<file path="src/pswrc_pkg.sv">
package pswrc_pkg;

    // ------------------------------------------------------------
    // Timing
    // ------------------------------------------------------------
    localparam int unsigned CLK_PERIOD_NS = 10;
    // Settle time between a system reset request and the warm reset
    localparam int unsigned SYSRST_DLY_NS = 200;
    localparam int unsigned SYSRST_DLY_CYC =
        (SYSRST_DLY_NS + CLK_PERIOD_NS - 1) / CLK_PERIOD_NS;
    localparam logic [4:0] SYSRST_DLY_CNT = 5'(SYSRST_DLY_CYC);

    // ------------------------------------------------------------
    // Priorities, fields and reset values
    // ------------------------------------------------------------
    localparam logic [8:0] PRIO_THREAD     = 9'h100;
    localparam logic [8:0] PRIO_TOP        = 9'h000;
    localparam int unsigned SCR_SEVPEND_BIT = 0;
    localparam int unsigned SCR_SLEEPRET_BIT = 1;
    localparam logic [1:0] SCR_RST         = 2'h0;
    localparam logic [3:0] DBG_CTRL_RST    = 4'h0;

    // ------------------------------------------------------------
    // Carriers
    // ------------------------------------------------------------
    typedef struct packed {
        logic [8:0] active_prio;  // Priority of active exceptions
        logic [7:0] base_pri;     // Base priority mask, 0 is off
        logic       excp_mask;    // Single-bit exception mask
        logic       fault_mask;   // Fault mask
        logic       prio_split;   // Priority split select
    } pswrc_prio_ctx_t;

    typedef struct packed {
        logic [7:0] prio;         // Highest pending priority
        logic       nonsec;       // Pending one is non-secure
        logic       async;        // Pending one is asynchronous
        logic       valid;        // Something is pending
    } pswrc_pend_t;

    typedef struct packed {
        logic wfe_wake;
        logic wfi_wake;
    } pswrc_wake_t;

    typedef enum logic [1:0] {
        ST_RUN,
        ST_WFE,
        ST_WFI,
        ST_EXIT
    } pswrc_state_t;

endpackage

</file>
<file path="src/pswrc_top.sv">
`timescale 1ns/100ps
// How it works
// - Two resets; cold also applies warm
// - Cold reset loads every reset value
// - Warm reset keeps debug control fields
// - Reset request bit causes delayed warm reset
// - Warm reset leaves halted debug state
// - Wait-for-event with latch clear sleeps
// - Wait-for-event with latch set completes
// - Event sleep ends on wakeup events
// - Pending exception wakes when enabled
// - Preempting exception wakes event sleep
// - Sleep keeps memory coherent
// - One event latch bit only
// - Latch set by events, entry, return
// - Reset clears the event latch
// - Latch invisible to software
// - Interrupt sleep wakes on its event set
// - Return to thread sleeps when enabled
// - Sleep point in return is ours
// - Return sleep uses interrupt wake set
module pswrc_top (
    input  wire logic                       mclk_i,
    input  wire logic                       srst_i,
    input  wire logic                       warm_rst_req_i,
    input  wire logic                       system_reset_request_i,
    input  wire logic                       scr_wr_i,
    input  wire logic [1:0]                 scr_wdata_i,
    input  wire logic                       dbg_ctrl_wr_i,
    input  wire logic [3:0]                 dbg_ctrl_wdata_i,
    input  wire logic                       debug_halted_i,
    input  wire logic                       wait_for_event_instr_i,
    input  wire logic                       wait_for_interrupt_instr_i,
    input  wire logic                       send_event_instr_i,
    input  wire logic                       peer_send_event_i,
    input  wire logic                       exc_entry_i,
    input  wire logic                       exception_return_value_i,
    input  wire logic                       exception_return_value_mode_i,
    input  wire logic                       pend_set_i,
    input  wire pswrc_pkg::pswrc_pend_t     pend_i,
    input  wire pswrc_pkg::pswrc_prio_ctx_t ctx_i,
    input  wire logic                       debug_en_i,
    input  wire logic                       debug_event_i,
    input  wire logic                       impl_wake_i,
    output logic                            sleeping_o,
    output logic                            instr_done_o,
    output logic                            warm_reset_o,
    output logic                            debug_exit_o,
    output logic                            send_event_on_pending_en_o,
    output logic                            sleep_on_return_en_o,
    output logic [3:0]                      dbg_ctrl_o
);

    localparam int SRQ_DLY = int'(pswrc_pkg::SYSRST_DLY_CYC) + 1;

    pswrc_pkg::pswrc_state_t state_q;
    pswrc_pkg::pswrc_state_t state_d;
    pswrc_pkg::pswrc_wake_t  wake;
    logic [4:0]              srq_cnt_q;
    logic                    warm_q;
    logic                    any_rst;
    logic [1:0]              scr_q;
    logic                    latch_q;
    logic                    latch_set;
    logic                    latch_clr;
    logic                    done_d;
    logic                    ret_sleep;

    // ------------------------------------------------------------
    // Reset generation
    // ------------------------------------------------------------
    // Cold reset always takes the warm path as well
    assign any_rst = srst_i || warm_q;

    // Request is held off for a settle time; repeats meanwhile fold
    always_ff @(posedge mclk_i) begin
        if (srst_i) begin
            srq_cnt_q <= 5'h00;
        end else if (srq_cnt_q != 5'h00) begin
            srq_cnt_q <= srq_cnt_q - 5'h01;
        end else if (system_reset_request_i) begin
            srq_cnt_q <= pswrc_pkg::SYSRST_DLY_CNT;
        end
    end

    // One-cycle warm reset pulse
    always_ff @(posedge mclk_i) begin
        if (srst_i) begin
            warm_q <= 1'b0;
        end else begin
            warm_q <= warm_rst_req_i || (srq_cnt_q == 5'h01);
        end
    end

    always_ff @(posedge mclk_i) begin
        if (srst_i) begin
            warm_reset_o <= 1'b0;
        end else begin
            warm_reset_o <= warm_q;
        end
    end

    // Warm reset pulls a halted core back out of debug
    always_ff @(posedge mclk_i) begin
        if (srst_i) begin
            debug_exit_o <= 1'b0;
        end else begin
            debug_exit_o <= warm_q && debug_halted_i;
        end
    end

    // ------------------------------------------------------------
    // Control registers
    // ------------------------------------------------------------
    // System control bits take their reset value on either reset
    always_ff @(posedge mclk_i) begin
        if (any_rst) begin
            scr_q <= pswrc_pkg::SCR_RST;
        end else if (scr_wr_i) begin
            scr_q <= scr_wdata_i;
        end
    end

    // Debug control survives warm reset; only cold clears it
    always_ff @(posedge mclk_i) begin
        if (srst_i) begin
            dbg_ctrl_o <= pswrc_pkg::DBG_CTRL_RST;
        end else if (dbg_ctrl_wr_i) begin
            dbg_ctrl_o <= dbg_ctrl_wdata_i;
        end
    end

    assign send_event_on_pending_en_o = scr_q[pswrc_pkg::SCR_SEVPEND_BIT];
    assign sleep_on_return_en_o       = scr_q[pswrc_pkg::SCR_SLEEPRET_BIT];

    // ------------------------------------------------------------
    // Wakeup evaluation and event latch
    // ------------------------------------------------------------
    pswrc_wake_eval u_wake (
        .ctx_i        (ctx_i),
        .pend_i       (pend_i),
        .sev_any_i    (send_event_instr_i || peer_send_event_i),
        .pend_evt_i   (pend_set_i),
        .sevpend_en_i (scr_q[pswrc_pkg::SCR_SEVPEND_BIT]),
        .dbg_en_i     (debug_en_i),
        .dbg_evt_i    (debug_event_i),
        .impl_evt_i   (impl_wake_i),
        .wake_o       (wake)
    );

    // Only hardware events and the wait instruction touch the bit
    assign latch_set = wake.wfe_wake || exc_entry_i || exception_return_value_i;
    assign latch_clr = (state_q == pswrc_pkg::ST_RUN &&
                        wait_for_event_instr_i && latch_q) ||
                       (state_q == pswrc_pkg::ST_WFE);

    pswrc_event_latch u_latch (
        .mclk_i  (mclk_i),
        .rst_i   (any_rst),
        .set_i   (latch_set),
        .clr_i   (latch_clr),
        .latch_o (latch_q)
    );

    // ------------------------------------------------------------
    // Sleep state machine
    // ------------------------------------------------------------
    // Sleep is only a hint: clocks and the memory path keep running,
    // so no outstanding access is dropped while asleep
    assign ret_sleep = exception_return_value_i && exception_return_value_mode_i &&
                       scr_q[pswrc_pkg::SCR_SLEEPRET_BIT];

    always_comb begin
        state_d = state_q;
        done_d  = 1'b0;
        unique case (state_q)
            pswrc_pkg::ST_RUN: begin
                if (wait_for_event_instr_i) begin
                    if (latch_q) begin
                        done_d = 1'b1;
                    end else begin
                        state_d = pswrc_pkg::ST_WFE;
                    end
                end else if (wait_for_interrupt_instr_i) begin
                    state_d = pswrc_pkg::ST_WFI;
                end else if (ret_sleep) begin
                    // Sleep taken at the end of the return sequence
                    state_d = pswrc_pkg::ST_EXIT;
                end
            end
            pswrc_pkg::ST_WFE: begin
                // An event caught while entering shows in the latch
                if (wake.wfe_wake || latch_q) begin
                    state_d = pswrc_pkg::ST_RUN;
                    done_d  = 1'b1;
                end
            end
            pswrc_pkg::ST_WFI, pswrc_pkg::ST_EXIT: begin
                if (wake.wfi_wake) begin
                    state_d = pswrc_pkg::ST_RUN;
                    done_d  = 1'b1;
                end
            end
        endcase
    end

    // Any reset wakes straight into run
    always_ff @(posedge mclk_i) begin
        if (any_rst) begin
            state_q <= pswrc_pkg::ST_RUN;
        end else begin
            state_q <= state_d;
        end
    end

    // Flag follows the next state so it drops on the wake edge
    always_ff @(posedge mclk_i) begin
        if (any_rst) begin
            sleeping_o   <= 1'b0;
            instr_done_o <= 1'b0;
        end else begin
            sleeping_o   <= state_d != pswrc_pkg::ST_RUN;
            instr_done_o <= done_d;
        end
    end

    // ------------------------------------------------------------
    // Checks
    // ------------------------------------------------------------
    sleep_flag_a: assert property (
        @(posedge mclk_i) disable iff (any_rst)
        sleeping_o == (state_q != pswrc_pkg::ST_RUN))
        else $error("sleeping flag disagrees with state");

    wfe_set_done_a: assert property (
        @(posedge mclk_i) disable iff (any_rst)
        (state_q == pswrc_pkg::ST_RUN && wait_for_event_instr_i &&
         latch_q) |=> (instr_done_o && !sleeping_o))
        else $error("set latch did not complete wait at once");

    wfe_sleep_a: assert property (
        @(posedge mclk_i) disable iff (any_rst)
        (state_q == pswrc_pkg::ST_RUN && wait_for_event_instr_i &&
         !latch_q) |=> sleeping_o)
        else $error("wait for event did not sleep");

    wfe_wake_a: assert property (
        @(posedge mclk_i) disable iff (any_rst)
        (state_q == pswrc_pkg::ST_WFE && wake.wfe_wake)
        |=> (instr_done_o && !sleeping_o))
        else $error("event sleep missed its wakeup");

    wfi_wake_a: assert property (
        @(posedge mclk_i) disable iff (any_rst)
        (state_q inside {pswrc_pkg::ST_WFI, pswrc_pkg::ST_EXIT} &&
         wake.wfi_wake) |=> (instr_done_o && !sleeping_o))
        else $error("interrupt sleep missed its wakeup");

    ret_sleep_a: assert property (
        @(posedge mclk_i) disable iff (any_rst)
        (state_q == pswrc_pkg::ST_RUN && !wait_for_event_instr_i &&
         !wait_for_interrupt_instr_i && ret_sleep)
        |=> (state_q == pswrc_pkg::ST_EXIT))
        else $error("return to thread did not sleep");

    srq_delay_a: assert property (
        @(posedge mclk_i) disable iff (srst_i)
        (system_reset_request_i && srq_cnt_q == 5'h00)
        |-> ##SRQ_DLY warm_q)
        else $error("reset request did not give warm reset");

    dbg_keep_a: assert property (
        @(posedge mclk_i) disable iff (srst_i)
        (warm_q && !dbg_ctrl_wr_i) |=> $stable(dbg_ctrl_o))
        else $error("warm reset changed debug control");

    dbg_exit_a: assert property (
        @(posedge mclk_i) disable iff (srst_i)
        (warm_q && debug_halted_i) |=> debug_exit_o)
        else $error("warm reset left core halted");

    wfi_sleep_a: assert property (
        @(posedge mclk_i) disable iff (any_rst)
        (state_q == pswrc_pkg::ST_RUN && !wait_for_event_instr_i &&
         wait_for_interrupt_instr_i) |=> sleeping_o)
        else $error("wait for interrupt did not sleep");

    wfe_wait_a: assert property (
        @(posedge mclk_i) disable iff (any_rst)
        (state_q == pswrc_pkg::ST_WFE && !wake.wfe_wake && !latch_q)
        |=> (sleeping_o && !instr_done_o))
        else $error("event sleep ended without a wakeup");

    warm_clear_a: assert property (
        @(posedge mclk_i) disable iff (srst_i)
        warm_q |=> (!sleeping_o && !instr_done_o &&
                    scr_q == pswrc_pkg::SCR_RST))
        else $error("warm reset left sleep state behind");

    cold_dbg_a: assert property (
        @(posedge mclk_i)
        srst_i |=> (dbg_ctrl_o == pswrc_pkg::DBG_CTRL_RST))
        else $error("cold reset kept debug control");

    warm_out_a: assert property (
        @(posedge mclk_i) disable iff (srst_i)
        warm_q |=> warm_reset_o)
        else $error("warm reset not shown on its output");

endmodule // pswrc_top

</file>
<file path="src/pswrc_event_latch.sv">
`timescale 1ns/100ps
module pswrc_event_latch (
    input  wire logic mclk_i,
    input  wire logic rst_i,
    input  wire logic set_i,
    input  wire logic clr_i,
    output logic      latch_o
);

    // ------------------------------------------------------------
    // Single event bit, no software path to it
    // ------------------------------------------------------------
    // Set wins over clear so a racing event is never lost
    always_ff @(posedge mclk_i) begin
        if (rst_i) begin
            latch_o <= 1'b0;
        end else if (set_i) begin
            latch_o <= 1'b1;
        end else if (clr_i) begin
            latch_o <= 1'b0;
        end
    end

    // ------------------------------------------------------------
    // Checks
    // ------------------------------------------------------------
    latch_set_a: assert property (
        @(posedge mclk_i) disable iff (rst_i)
        set_i |=> latch_o)
        else $error("event latch missed a set");

    latch_reset_a: assert property (
        @(posedge mclk_i) rst_i |=> !latch_o)
        else $error("event latch survived reset");

endmodule // pswrc_event_latch

</file>
<file path="src/pswrc_wake_eval.sv">
`timescale 1ns/100ps
module pswrc_wake_eval (
    input  wire pswrc_pkg::pswrc_prio_ctx_t ctx_i,
    input  wire pswrc_pkg::pswrc_pend_t     pend_i,
    input  wire logic                       sev_any_i,
    input  wire logic                       pend_evt_i,
    input  wire logic                       sevpend_en_i,
    input  wire logic                       dbg_en_i,
    input  wire logic                       dbg_evt_i,
    input  wire logic                       impl_evt_i,
    output pswrc_pkg::pswrc_wake_t          wake_o
);

    // ------------------------------------------------------------
    // Priority helpers, lower number is more urgent
    // ------------------------------------------------------------
    // Split setting pushes non-secure priorities into the upper half, 0x80 and above
    function automatic logic [8:0] eff_prio(
        input pswrc_pkg::pswrc_pend_t     p,
        input pswrc_pkg::pswrc_prio_ctx_t c);
        if (c.prio_split && p.nonsec) begin
            eff_prio = {1'b0, 1'b1, p.prio[7:1]};
        end else begin
            eff_prio = {1'b0, p.prio};
        end
    endfunction

    // Execution priority, masks boost it; base mask of zero is off
    function automatic logic [8:0] exec_prio(
        input pswrc_pkg::pswrc_prio_ctx_t c,
        input logic                       use_pm);
        logic [8:0] e;
        e = c.active_prio;
        if (c.base_pri != 8'h00 && {1'b0, c.base_pri} < e) begin
            e = {1'b0, c.base_pri};
        end
        if ((use_pm && c.excp_mask) || c.fault_mask) begin
            e = pswrc_pkg::PRIO_TOP;
        end
        exec_prio = e;
    endfunction

    logic preempt_all;
    logic preempt_nopm;
    logic dbg_wake;

    // ------------------------------------------------------------
    // Wakeup sets
    // ------------------------------------------------------------
    always_comb begin
        preempt_all  = pend_i.valid &&
            (eff_prio(pend_i, ctx_i) < exec_prio(ctx_i, 1'b1));
        preempt_nopm = pend_i.valid && pend_i.async &&
            (eff_prio(pend_i, ctx_i) < exec_prio(ctx_i, 1'b0));
        dbg_wake     = dbg_en_i && dbg_evt_i;
        wake_o.wfe_wake = sev_any_i || preempt_all || dbg_wake ||
            (sevpend_en_i && pend_evt_i);
        wake_o.wfi_wake = preempt_nopm || impl_evt_i || dbg_wake;
    end

endmodule // pswrc_wake_eval

</file>
<file path="config.mk">
export PLATFORM = sky130hd
export DESIGN_NAME = pswrc_top
export DESIGN_NICKNAME = d
export VERILOG_FILES = /design/src/pswrc_pkg.sv /design/src/pswrc_top.sv /design/src/pswrc_event_latch.sv /design/src/pswrc_wake_eval.sv
export SDC_FILE = /design/constraint.sdc
export NUM_CORES = 1
export LEC_CHECK = 0
export BUFFER_PORTS_ARGS = -buffer_cell sky130_fd_sc_hd__buf_2
export CORE_ASPECT_RATIO = 0.8
export CORE_MARGIN = 2
export CORE_UTILIZATION = 40
export CTS_CLUSTER_SIZE = 12
export DETAILED_ROUTE_END_ITERATION = 6
export GPL_ROUTABILITY_DRIVEN = 0
export PLACE_DENSITY_LB_ADDON = 0.15
export SYNTH_ARGS = -nofsm -noshare
export SYNTH_HDL_FRONTEND = slang
export SYNTH_SLANG_ARGS = --single-unit
</file>
<file path="constraint.sdc">
create_clock -name mclk_i -period 8.1 [get_ports mclk_i]
set_input_delay 1.215 -clock mclk_i [delete_from_list [all_inputs] [get_ports mclk_i]]
set_output_delay 1.215 -clock mclk_i [all_outputs]
set_load 0.02 [all_outputs]
</file>
==> flow_summary.yaml, run 1 <==
place:
  dpl.cell_count: 312
  numPortBuffers: 64
  place_hpwl_um: 3380
clock_network:
  holdBufCountCts: 0
  path_clk_slew_ns: 0.07
  cts_tree: "built"
  clk_latency_ns: 0.26
  cts_buffers: 3
  root_buffer: "clkbuf_8"
  htree_levels: 1
  post-cts-setup-buffer-count: 0
  cts.sinks: 19
  cts_buffer_depth: 2
  ctsResizeCount: 0
timing:
  clock-skew-final_ns: 0.00352
  worst_pin_slew_ns: 0.287
  fmax_mhz: 233
  slew_headroom_pct: 80.3
  fin_crit_sh_pct: 52.9
  period_minus_slack_ns: 4.29
  finalHoldViolations: 0
  fin_tns_setup_ns: 0
  maxSlewViolCount: 0
  rsz0062_at_grt: "false"
  final-setup-viol-count: 0
status:
  status: "finished clean"
finish:
  layout_common_cells: "buf_2 (64), nor2_1 (24), ha_1 (23)"
  seq_area_um2: 380
  n_antenna_cell: 0
  area_growth_pct: 24.8
  drive_gt1_share_pct: 34.5
  nNetsFinal: 340
  mostFrequentLayoutCell: "buf_2"
  fillCellCount: 426
  instances_no_fill: 316
  multi_input_area_um2: 1190
detailed_routing:
  wire_per_inst_um: 12.4
  drc: 0
  via_count: 1578
  ant_nets: 0
  drt_pass1_iterations: 4
  drt-initial-drc-count: 59
  wl_um: 3920
  viasPerCell: 4.99
yosys:
  ys_seq_area_share_pct: 23.1
  netlist_area_um2: 1650
  ys_warn_count: 0
  syn_inst: 198
  synth_cell_type_count: 43
  synth_edf_count: 0
  ys.flop_type: "dfxtp_1"
  syn-num-nets: 276
  synth_area_per_cell_um2: 8.32
  async_reset_ff_share_pct: 0
  synth-seq-cells: 19
power_and_ir_drop:
  p_per_area_nw_per_um2: 158
  leakage_nw: 1.02
  ir_worst_vdd_uv: 131
critical_path:
  path_buf_inv: 1
  crit_family: "compound AO/OA/AOI/OAI gates"
  path_cells: "buf_2 > ha_1 > a211oi_2 > o32ai_2 > a21oi_2 > and2_4 > mux2i_1 > or3_1 > ha_1 > nand2_1 > o21ai_0 > o2111ai_1 > o311a_1 > o22ai_2 > mux2i_1 > o22ai_1"
  critPathSlowestCell: "o311a_1"
  worstSetupPathType: "primary input to register"
  start_kind: "primary input"
  end_kind: "register"
  path_max_fanout: 9
  arrival_ns: 4.47
  cpPeakStageDelay_ns: 0.39
  ff2ff_setup_slack_ns: 6.64
  worstPathRequired_ns: 8.29
global_routing:
  use_met3_pct: 3.93
  gr-usage-met2_pct: 25.7
  grt_pass1_wl_um: 6440
  antenna_found_initial: 0
  overflow: 0
  grt.busiest_layer: "met1"
  first_global_vias: 1467
  grt_use_total_pct: 18.2
  use_met1_pct: 28.2
  grt_max_degree: 18
die:
  die-area_um2: 4650
  coreArea_um2: 3880
  dieHeight_um: 61.4
  die_x_um: 75.7
  start_util_pct: 42.5
  ios: 65
  num_rows: 20
hold_path:
  worstHoldPathType: "register to register"
job:
  maxCapViolCount: 0
==> per-layer routing <==
layer,wire length (um),up-vias
met3,233,2
met2,1540,44
met1,2140,682
li1,-,850
met4,10,0
met5,0,-
==> sequential cells by signal, indices dropped and copies added (netlist names) <==
signal	cells
debug_exit_o	1
srq_cnt_q	5
warm_q	1
state_q	2
warm_reset_o	1
instr_done_o	1
dbg_ctrl_o	4
u_latch.latch_o	1
scr_q	2
sleeping_o	1
==> cell families after synthesis <==
group | after synthesis | share of synthesized area, %
buffers and inverters | 17 | 4.33
AOI/OAI and AO/OA | 39 | 16.7
and+or+nand+nor | 77 | 23.9
adders and majority gates | 23 | 17.5
xor gates and xnor gates | 1 | 0.532
DFF | 19 | 23.1
muxes | 22 | 13.9
==> per-stage QoR <==
step	utilization, %	hold WS (ns)	setup WS, ns	cell area [um^2]	total power (W)
2_1_floorplan	-	0.463	3.96	1650	0.000220
3_3_place_gp	51.8	0.481	3.71	2010	0.000257
3_5_place_dp	51.8	0.484	3.58	2010	0.000259
4_1_cts	53.0	0.502	3.84	2060	0.000328
5_1_grt	53.0	0.532	3.53	2060	0.000353
6_report	53.0	0.502	3.81	2060	0.000325
==> worst min-delay path, delay by kind of cell, from the launching register on <==
family	cells	cell delay (ns)
flip-flops	1	0.33
AND/OR/NAND/NOR	1	0.07
multiplexers	1	0.06
==> layout make-up <==
type / count / share of cell area (%)
well taps: 55 / 3.35
flip-flops and latches: 19 / 18.5
inverters: 12 / 2.19
clock inverters: 1 / 0.243
repair buffers: 64 / 15.6
multi-input cells: 162 / 58.1
clock buffers: 3 / 2.01
==> path summary, 6_finish.rpt <==
check | start | to | depth (start not counted)
max | ctx_i[9] | sleeping_o | 16
min | dbg_ctrl_o[1] | dbg_ctrl_o[1] | 2
max reg2reg | srq_cnt_q[0] | srq_cnt_q[2] | 8
min reg2reg | dbg_ctrl_o[1] | dbg_ctrl_o[1] | 2
==> report_power, final <==
group	internal (W)	switching, W	leakage, nW
combinational	0.0000636	0.0000729	0.837
sequential	0.000109	0.0000127	0.157
clock	0.0000343	0.0000325	0.0255
==> cell usage after synthesis, drive strengths merged (4+ instances only) <==
master / n / area share [%]
a21oi: 12 / 3.9
a31oi: 5 / 1.9
dfxtp: 19 / 23
ha: 23 / 17
inv: 12 / 2.7
mux2: 7 / 4.8
mux2i: 15 / 9.1
nand2: 14 / 3.2
nor2: 24 / 5.5
nor3: 4 / 1.2
nor4: 5 / 1.9
o21ai: 6 / 1.8
or2: 8 / 3.0
or3: 8 / 3.0
Power figures use the tool's default switching activity.
==> inputs of run 2 (changes only) <==
==> constraint.sdc (replaced) <==
create_clock -name mclk_i -period 4.14 [get_ports mclk_i]
set_input_delay 0.621 -clock mclk_i [delete_from_list [all_inputs] [get_ports mclk_i]]
set_output_delay 0.621 -clock mclk_i [all_outputs]
set_load 0.02 [all_outputs]
==> flow_summary.yaml, run 2 (synthesis gave the netlist of run 1 again) <==
status:
  status: "finished clean"
power_and_ir_drop:
  p_sw_w: 0.000226
  ir_worst_vdd_uv: 245
  intPower_w: 0.000405
  total_power_w: 0.000631
  leakage_nw: 1.02
  p_per_area_nw_per_um2: 307
  p_comb_share_pct: 42.2
  p_sw_share_pct: 35.9
  clkPwrFrac_pct: 20.1
  power.share.sequential_pct: 37.7
job:
  maxCapViolCount: 0
clock_network:
  cts_buffers: 3
  cts_tree: "built"
  cts_buffer_depth: 2
  clk_latency_ns: 0.25
  htree_levels: 1
  cts.sinks: 19
  holdBufCountCts: 0
  post-cts-setup-buffer-count: 0
  ctsResizeCount: 0
  root_buffer: "clkbuf_8"
  path_clk_slew_ns: 0.07
die:
  die-area_um2: 4650
  dieHeight_um: 61.4
  start_util_pct: 42.5
  die_x_um: 75.7
  num_rows: 20
  coreArea_um2: 3880
  ios: 65
critical_path:
  crit_family: "compound AO/OA/AOI/OAI gates"
  worstSetupPathType: "primary input to register"
  path_cells: "buf_2 > ha_1 > a211oi_2 > o32ai_2 > a21oi_2 > and2_4 > mux2i_1 > or3_1 > ha_1 > a21oi_1 > o21ai_0 > o2111ai_1 > o21bai_1 > o311a_1 > o22ai_2 > mux2i_1 > o22ai_1"
  path_max_fanout: 9
  start_kind: "primary input"
  worstPathRequired_ns: 4.28
  critPathSlowestCell: "ha_1"
  arrival_ns: 3.79
  end_kind: "register"
  path_buf_inv: 1
  cpPeakStageDelay_ns: 0.32
finish:
  area_growth_pct: 24.8
  fillCellCount: 394
  nNetsFinal: 340
  drive_gt1_share_pct: 34.5
  largest_register: "srq_cnt_q"
  largest_register_ffs: 5
  n_antenna_cell: 0
  layout_common_cells: "buf_2 (64), nor2_1 (24), ha_1 (23)"
  reg_top3: "srq_cnt_q x5, dbg_ctrl_o x4"
  mostFrequentLayoutCell: "buf_2"
global_routing:
  grt.busiest_layer: "met2"
  use_met3_pct: 4.26
  antenna_found_initial: 0
  grt_pass1_wl_um: 6290
  overflow: 0
  grt_use_total_pct: 17.8
  grt_max_degree: 18
  use_met1_pct: 26.3
  first_global_vias: 1453
  gr-usage-met2_pct: 26.5
timing:
  fmax_mhz: 274
  finalHoldViolations: 0
  maxSlewViolCount: 0
  fin_hold_ws_ns: 0.504
  period_minus_slack_ns: 3.65
  fin_tns_setup_ns: 0
  clock-skew-final_ns: 0.00150
  final-setup-viol-count: 0
  rsz0062_at_grt: "false"
  fin_crit_sh_pct: 88.2
  slew_headroom_pct: 79.9
  worst_pin_slew_ns: 0.293
hold_path:
  worstHoldPathType: "register to register"
detailed_routing:
  viasPerCell: 5.03
  drc: 0
  drt-initial-drc-count: 57
  wire_per_inst_um: 12.3
  via_count: 1590
  wl_um: 3890
  ant_nets: 0
  drt_pass1_iterations: 4
place:
  place_hpwl_um: 3390
  numPortBuffers: 64
[run 2: cell counts in the layout (fill, tap and decap cells not counted)]
No cell type changed its count.
[run 2: worst min-delay path: stages, from the launching register on]
cell and delay (ns):
dfxtp_1 0.31, o21ai_0 0.06, a31oi_1 0.08
[run 2: final timing paths]
path / startpoint / endpoint / slack [ns] / depth (start not counted)
worst max-delay path: ctx_i[9] / sleeping_o / 0.49 / 17
worst min-delay path: u_latch.latch_o / u_latch.latch_o / 0.50 / 2
worst max register to register: srq_cnt_q[0] / srq_cnt_q[2] / 2.69 / 8
worst min register to register: u_latch.latch_o / u_latch.latch_o / 0.50 / 2
[run 2: power groups by stage]
stage | logic (W) | clock network (W) | registers [W]
finish | 0.000266 | 0.000127 | 0.000238
global route | 0.000305 | 0.000137 | 0.000242
CTS | 0.000267 | 0.000133 | 0.000238
detailed placement | 0.000266 | 0 | 0.000242
global placement | 0.000262 | 0 | 0.000242
floorplan | 0.000184 | 0 | 0.000246
[run 2: metal layers]
layer	share of wire, %	vias up
met3	6.0	2
met4	0.39	0
met2	40	49
met1	54	689
met5	0	-
li1	-	850
[run 2: area by class of cell]
type	count	area, um^2	area share (%)
multi-input combinational	162	1190	58.1
sequential	19	380	18.5
timing repair buffer	64	320	15.6
tap	55	68.8	3.35
inverter	12	45.0	2.19
clock buffer	3	41.3	2.01
clock inverter	1	5.00	0.243
[run 2: per-stage QoR]
stage | area (um^2) | util (%) | setup slack [ns] | instances
finish | 2060 | 53.0 | 0.489 | 316
global route | 2060 | 53.0 | 0.151 | 316
CTS | 2060 | 53.0 | 0.500 | 316
detailed placement | 2010 | 51.8 | 0.242 | 312
global placement | 2010 | 51.8 | 0.348 | 312
floorplan | 1650 | - | 0.596 | 198
==> inputs of run 3 (changes only) <==
--- a/config.mk
+++ b/config.mk
@@ -12,7 +12,7 @@
 export CTS_CLUSTER_SIZE = 12
 export DETAILED_ROUTE_END_ITERATION = 6
 export GPL_ROUTABILITY_DRIVEN = 0
-export PLACE_DENSITY_LB_ADDON = 0.15
+export PLACE_DENSITY = 0.75
 export SYNTH_ARGS = -nofsm -noshare
 export SYNTH_HDL_FRONTEND = slang
 export SYNTH_SLANG_ARGS = --single-unit
==> flow_summary.yaml, run 3 (synthesis gave the netlist of run 1 again) <==
critical_path:
  ff2ff_setup_slack_ns: 2.69
  worstSetupPathType: "primary input to register"
  worstPathRequired_ns: 4.32
  arrival_ns: 3.92
  end_kind: "register"
  reg2reg_depth: 8
  reg2reg_from: "srq_cnt_q[0]"
  path_max_fanout: 9
  rr_endpoint: "srq_cnt_q[2]"
  start_kind: "primary input"
detailed_routing:
  wl_um: 3810
  drc: 0
  via_count: 1580
  met3_wirelength_um: 151
  wl_met2_um: 1640
  ant_nets: 0
  drt-initial-drc-count: 55
  top_layer: "met3"
  wl_met1_um: 2010
  drt_pass1_iterations: 4
  viasPerCell: 5.00
  wire_per_inst_um: 12.0
timing:
  maxSlewViolCount: 0
  rsz0062_at_grt: "false"
  period_minus_slack_ns: 3.74
  slew_headroom_pct: 75.0
  final-setup-viol-count: 0
  finalHoldViolations: 0
  setup_slack_ns: 0.401
  worst_pin_slew_ns: 0.374
  fin_tns_setup_ns: 0
  fmax_mhz: 267
  clock-skew-final_ns: 0.000680
  fin_hold_ws_ns: 0.493
  fin_crit_sh_pct: 90.3
global_routing:
  overflow: 0
  antenna_found_initial: 0
  grt_use_total_pct: 17.2
  grt_pass1_wl_um: 6100
  first_global_vias: 1389
  grt_max_degree: 18
finish:
  layout_common_cells: "buf_2 (64), nor2_1 (24), ha_1 (23)"
  fillCellCount: 388
  reg_top3: "srq_cnt_q x5, dbg_ctrl_o x4"
  mostFrequentLayoutCell: "buf_2"
  instances_no_fill: 316
  n_antenna_cell: 0
  largest_register_ffs: 5
  largest_register: "srq_cnt_q"
  nNetsFinal: 340
  area_growth_pct: 24.8
  drive_gt1_share_pct: 34.1
job:
  maxCapViolCount: 0
die:
  ios: 65
  coreArea_um2: 3880
  die-area_um2: 4650
  dieHeight_um: 61.4
  start_util_pct: 42.5
  num_rows: 20
  die_x_um: 75.7
hold_path:
  hold_end: "warm_reset_o"
  holdPathStages: 1
  min_from: "warm_q"
  worstHoldPathType: "register to register"
place:
  dpl.cell_count: 312
  place_hpwl_um: 3280
  dp_slack_ns: 0.178
  numPortBuffers: 64
clock_network:
  root_buffer: "clkbuf_8"
  ctsResizeCount: 0
  post-cts-setup-buffer-count: 0
  path_clk_slew_ns: 0.06
  holdBufCountCts: 0
  cts_buffers: 3
  cts_tree: "built"
  cts_buffer_depth: 2
  cts.sinks: 19
  clk_latency_ns: 0.25
  htree_levels: 1
status:
  status: "finished clean"
power_and_ir_drop:
  ir_worst_vdd_uv: 222
  p_per_area_nw_per_um2: 306
  leakage_nw: 1.02
  total_power_w: 0.000629
## run 3: area by class of cell
type,count,area [um^2],share of cell area (%)
Multi-Input combinational cell,162,1190,58.2
Timing Repair Buffer,64,320,15.6
Inverter,12,45.0,2.19
Clock buffer,4,45.0,2.19
Sequential cell,19,380,18.5
Tap cell,55,68.8,3.35
## run 3: how the worst max path moves through the flow
stage | from | endpoint | slack [ns]
2_1_floorplan | ctx_i[17] | sleeping_o | 0.60
3_3_place_gp | ctx_i[9] | state_q[0] | 0.35
3_5_place_dp | ctx_i[9] | state_q[0] | 0.18
4_1_cts | ctx_i[9] | sleeping_o | 0.44
5_1_grt | ctx_i[9] | state_q[0] | 0.18
6_report | ctx_i[9] | sleeping_o | 0.40
## run 3: worst max-delay path, stage by stage
cell,delay [ns]
buf_2,0.12
ha_1,0.31
a211oi_2,0.22
o32ai_2,0.12
a21oi_2,0.16
and2_4,0.26
mux2i_1,0.10
or3_1,0.32
ha_1,0.31
a21oi_1,0.06
o21ai_0,0.31
o2111ai_1,0.20
o311a_1,0.39
o22ai_2,0.17
mux2i_1,0.13
o22ai_1,0.11
## run 3: power by group
group / total (W) / switching (W) / internal [W]
Sequential: 0.000238 / 0.0000247 / 0.000214
Combinational: 0.000266 / 0.000142 / 0.000124
Clock: 0.000124 / 0.0000560 / 0.0000683
Total: 0.000629 / 0.000223 / 0.000406
## run 3: stage by stage
stage | instance area, um^2 | utilization [%]
after floorplan | 1650 | -
after global placement | 2010 | 51.8
after detailed placement | 2010 | 51.8
after CTS | 2050 | 53.0
after global routing | 2050 | 53.0
final | 2050 | 53.0
## run 3: metal layers
metal	up-vias	track usage (%)
met3	0	3.76
met2	34	26.2
met1	696	26.0
met5	-	0
met4	0	1.50
li1	850	-
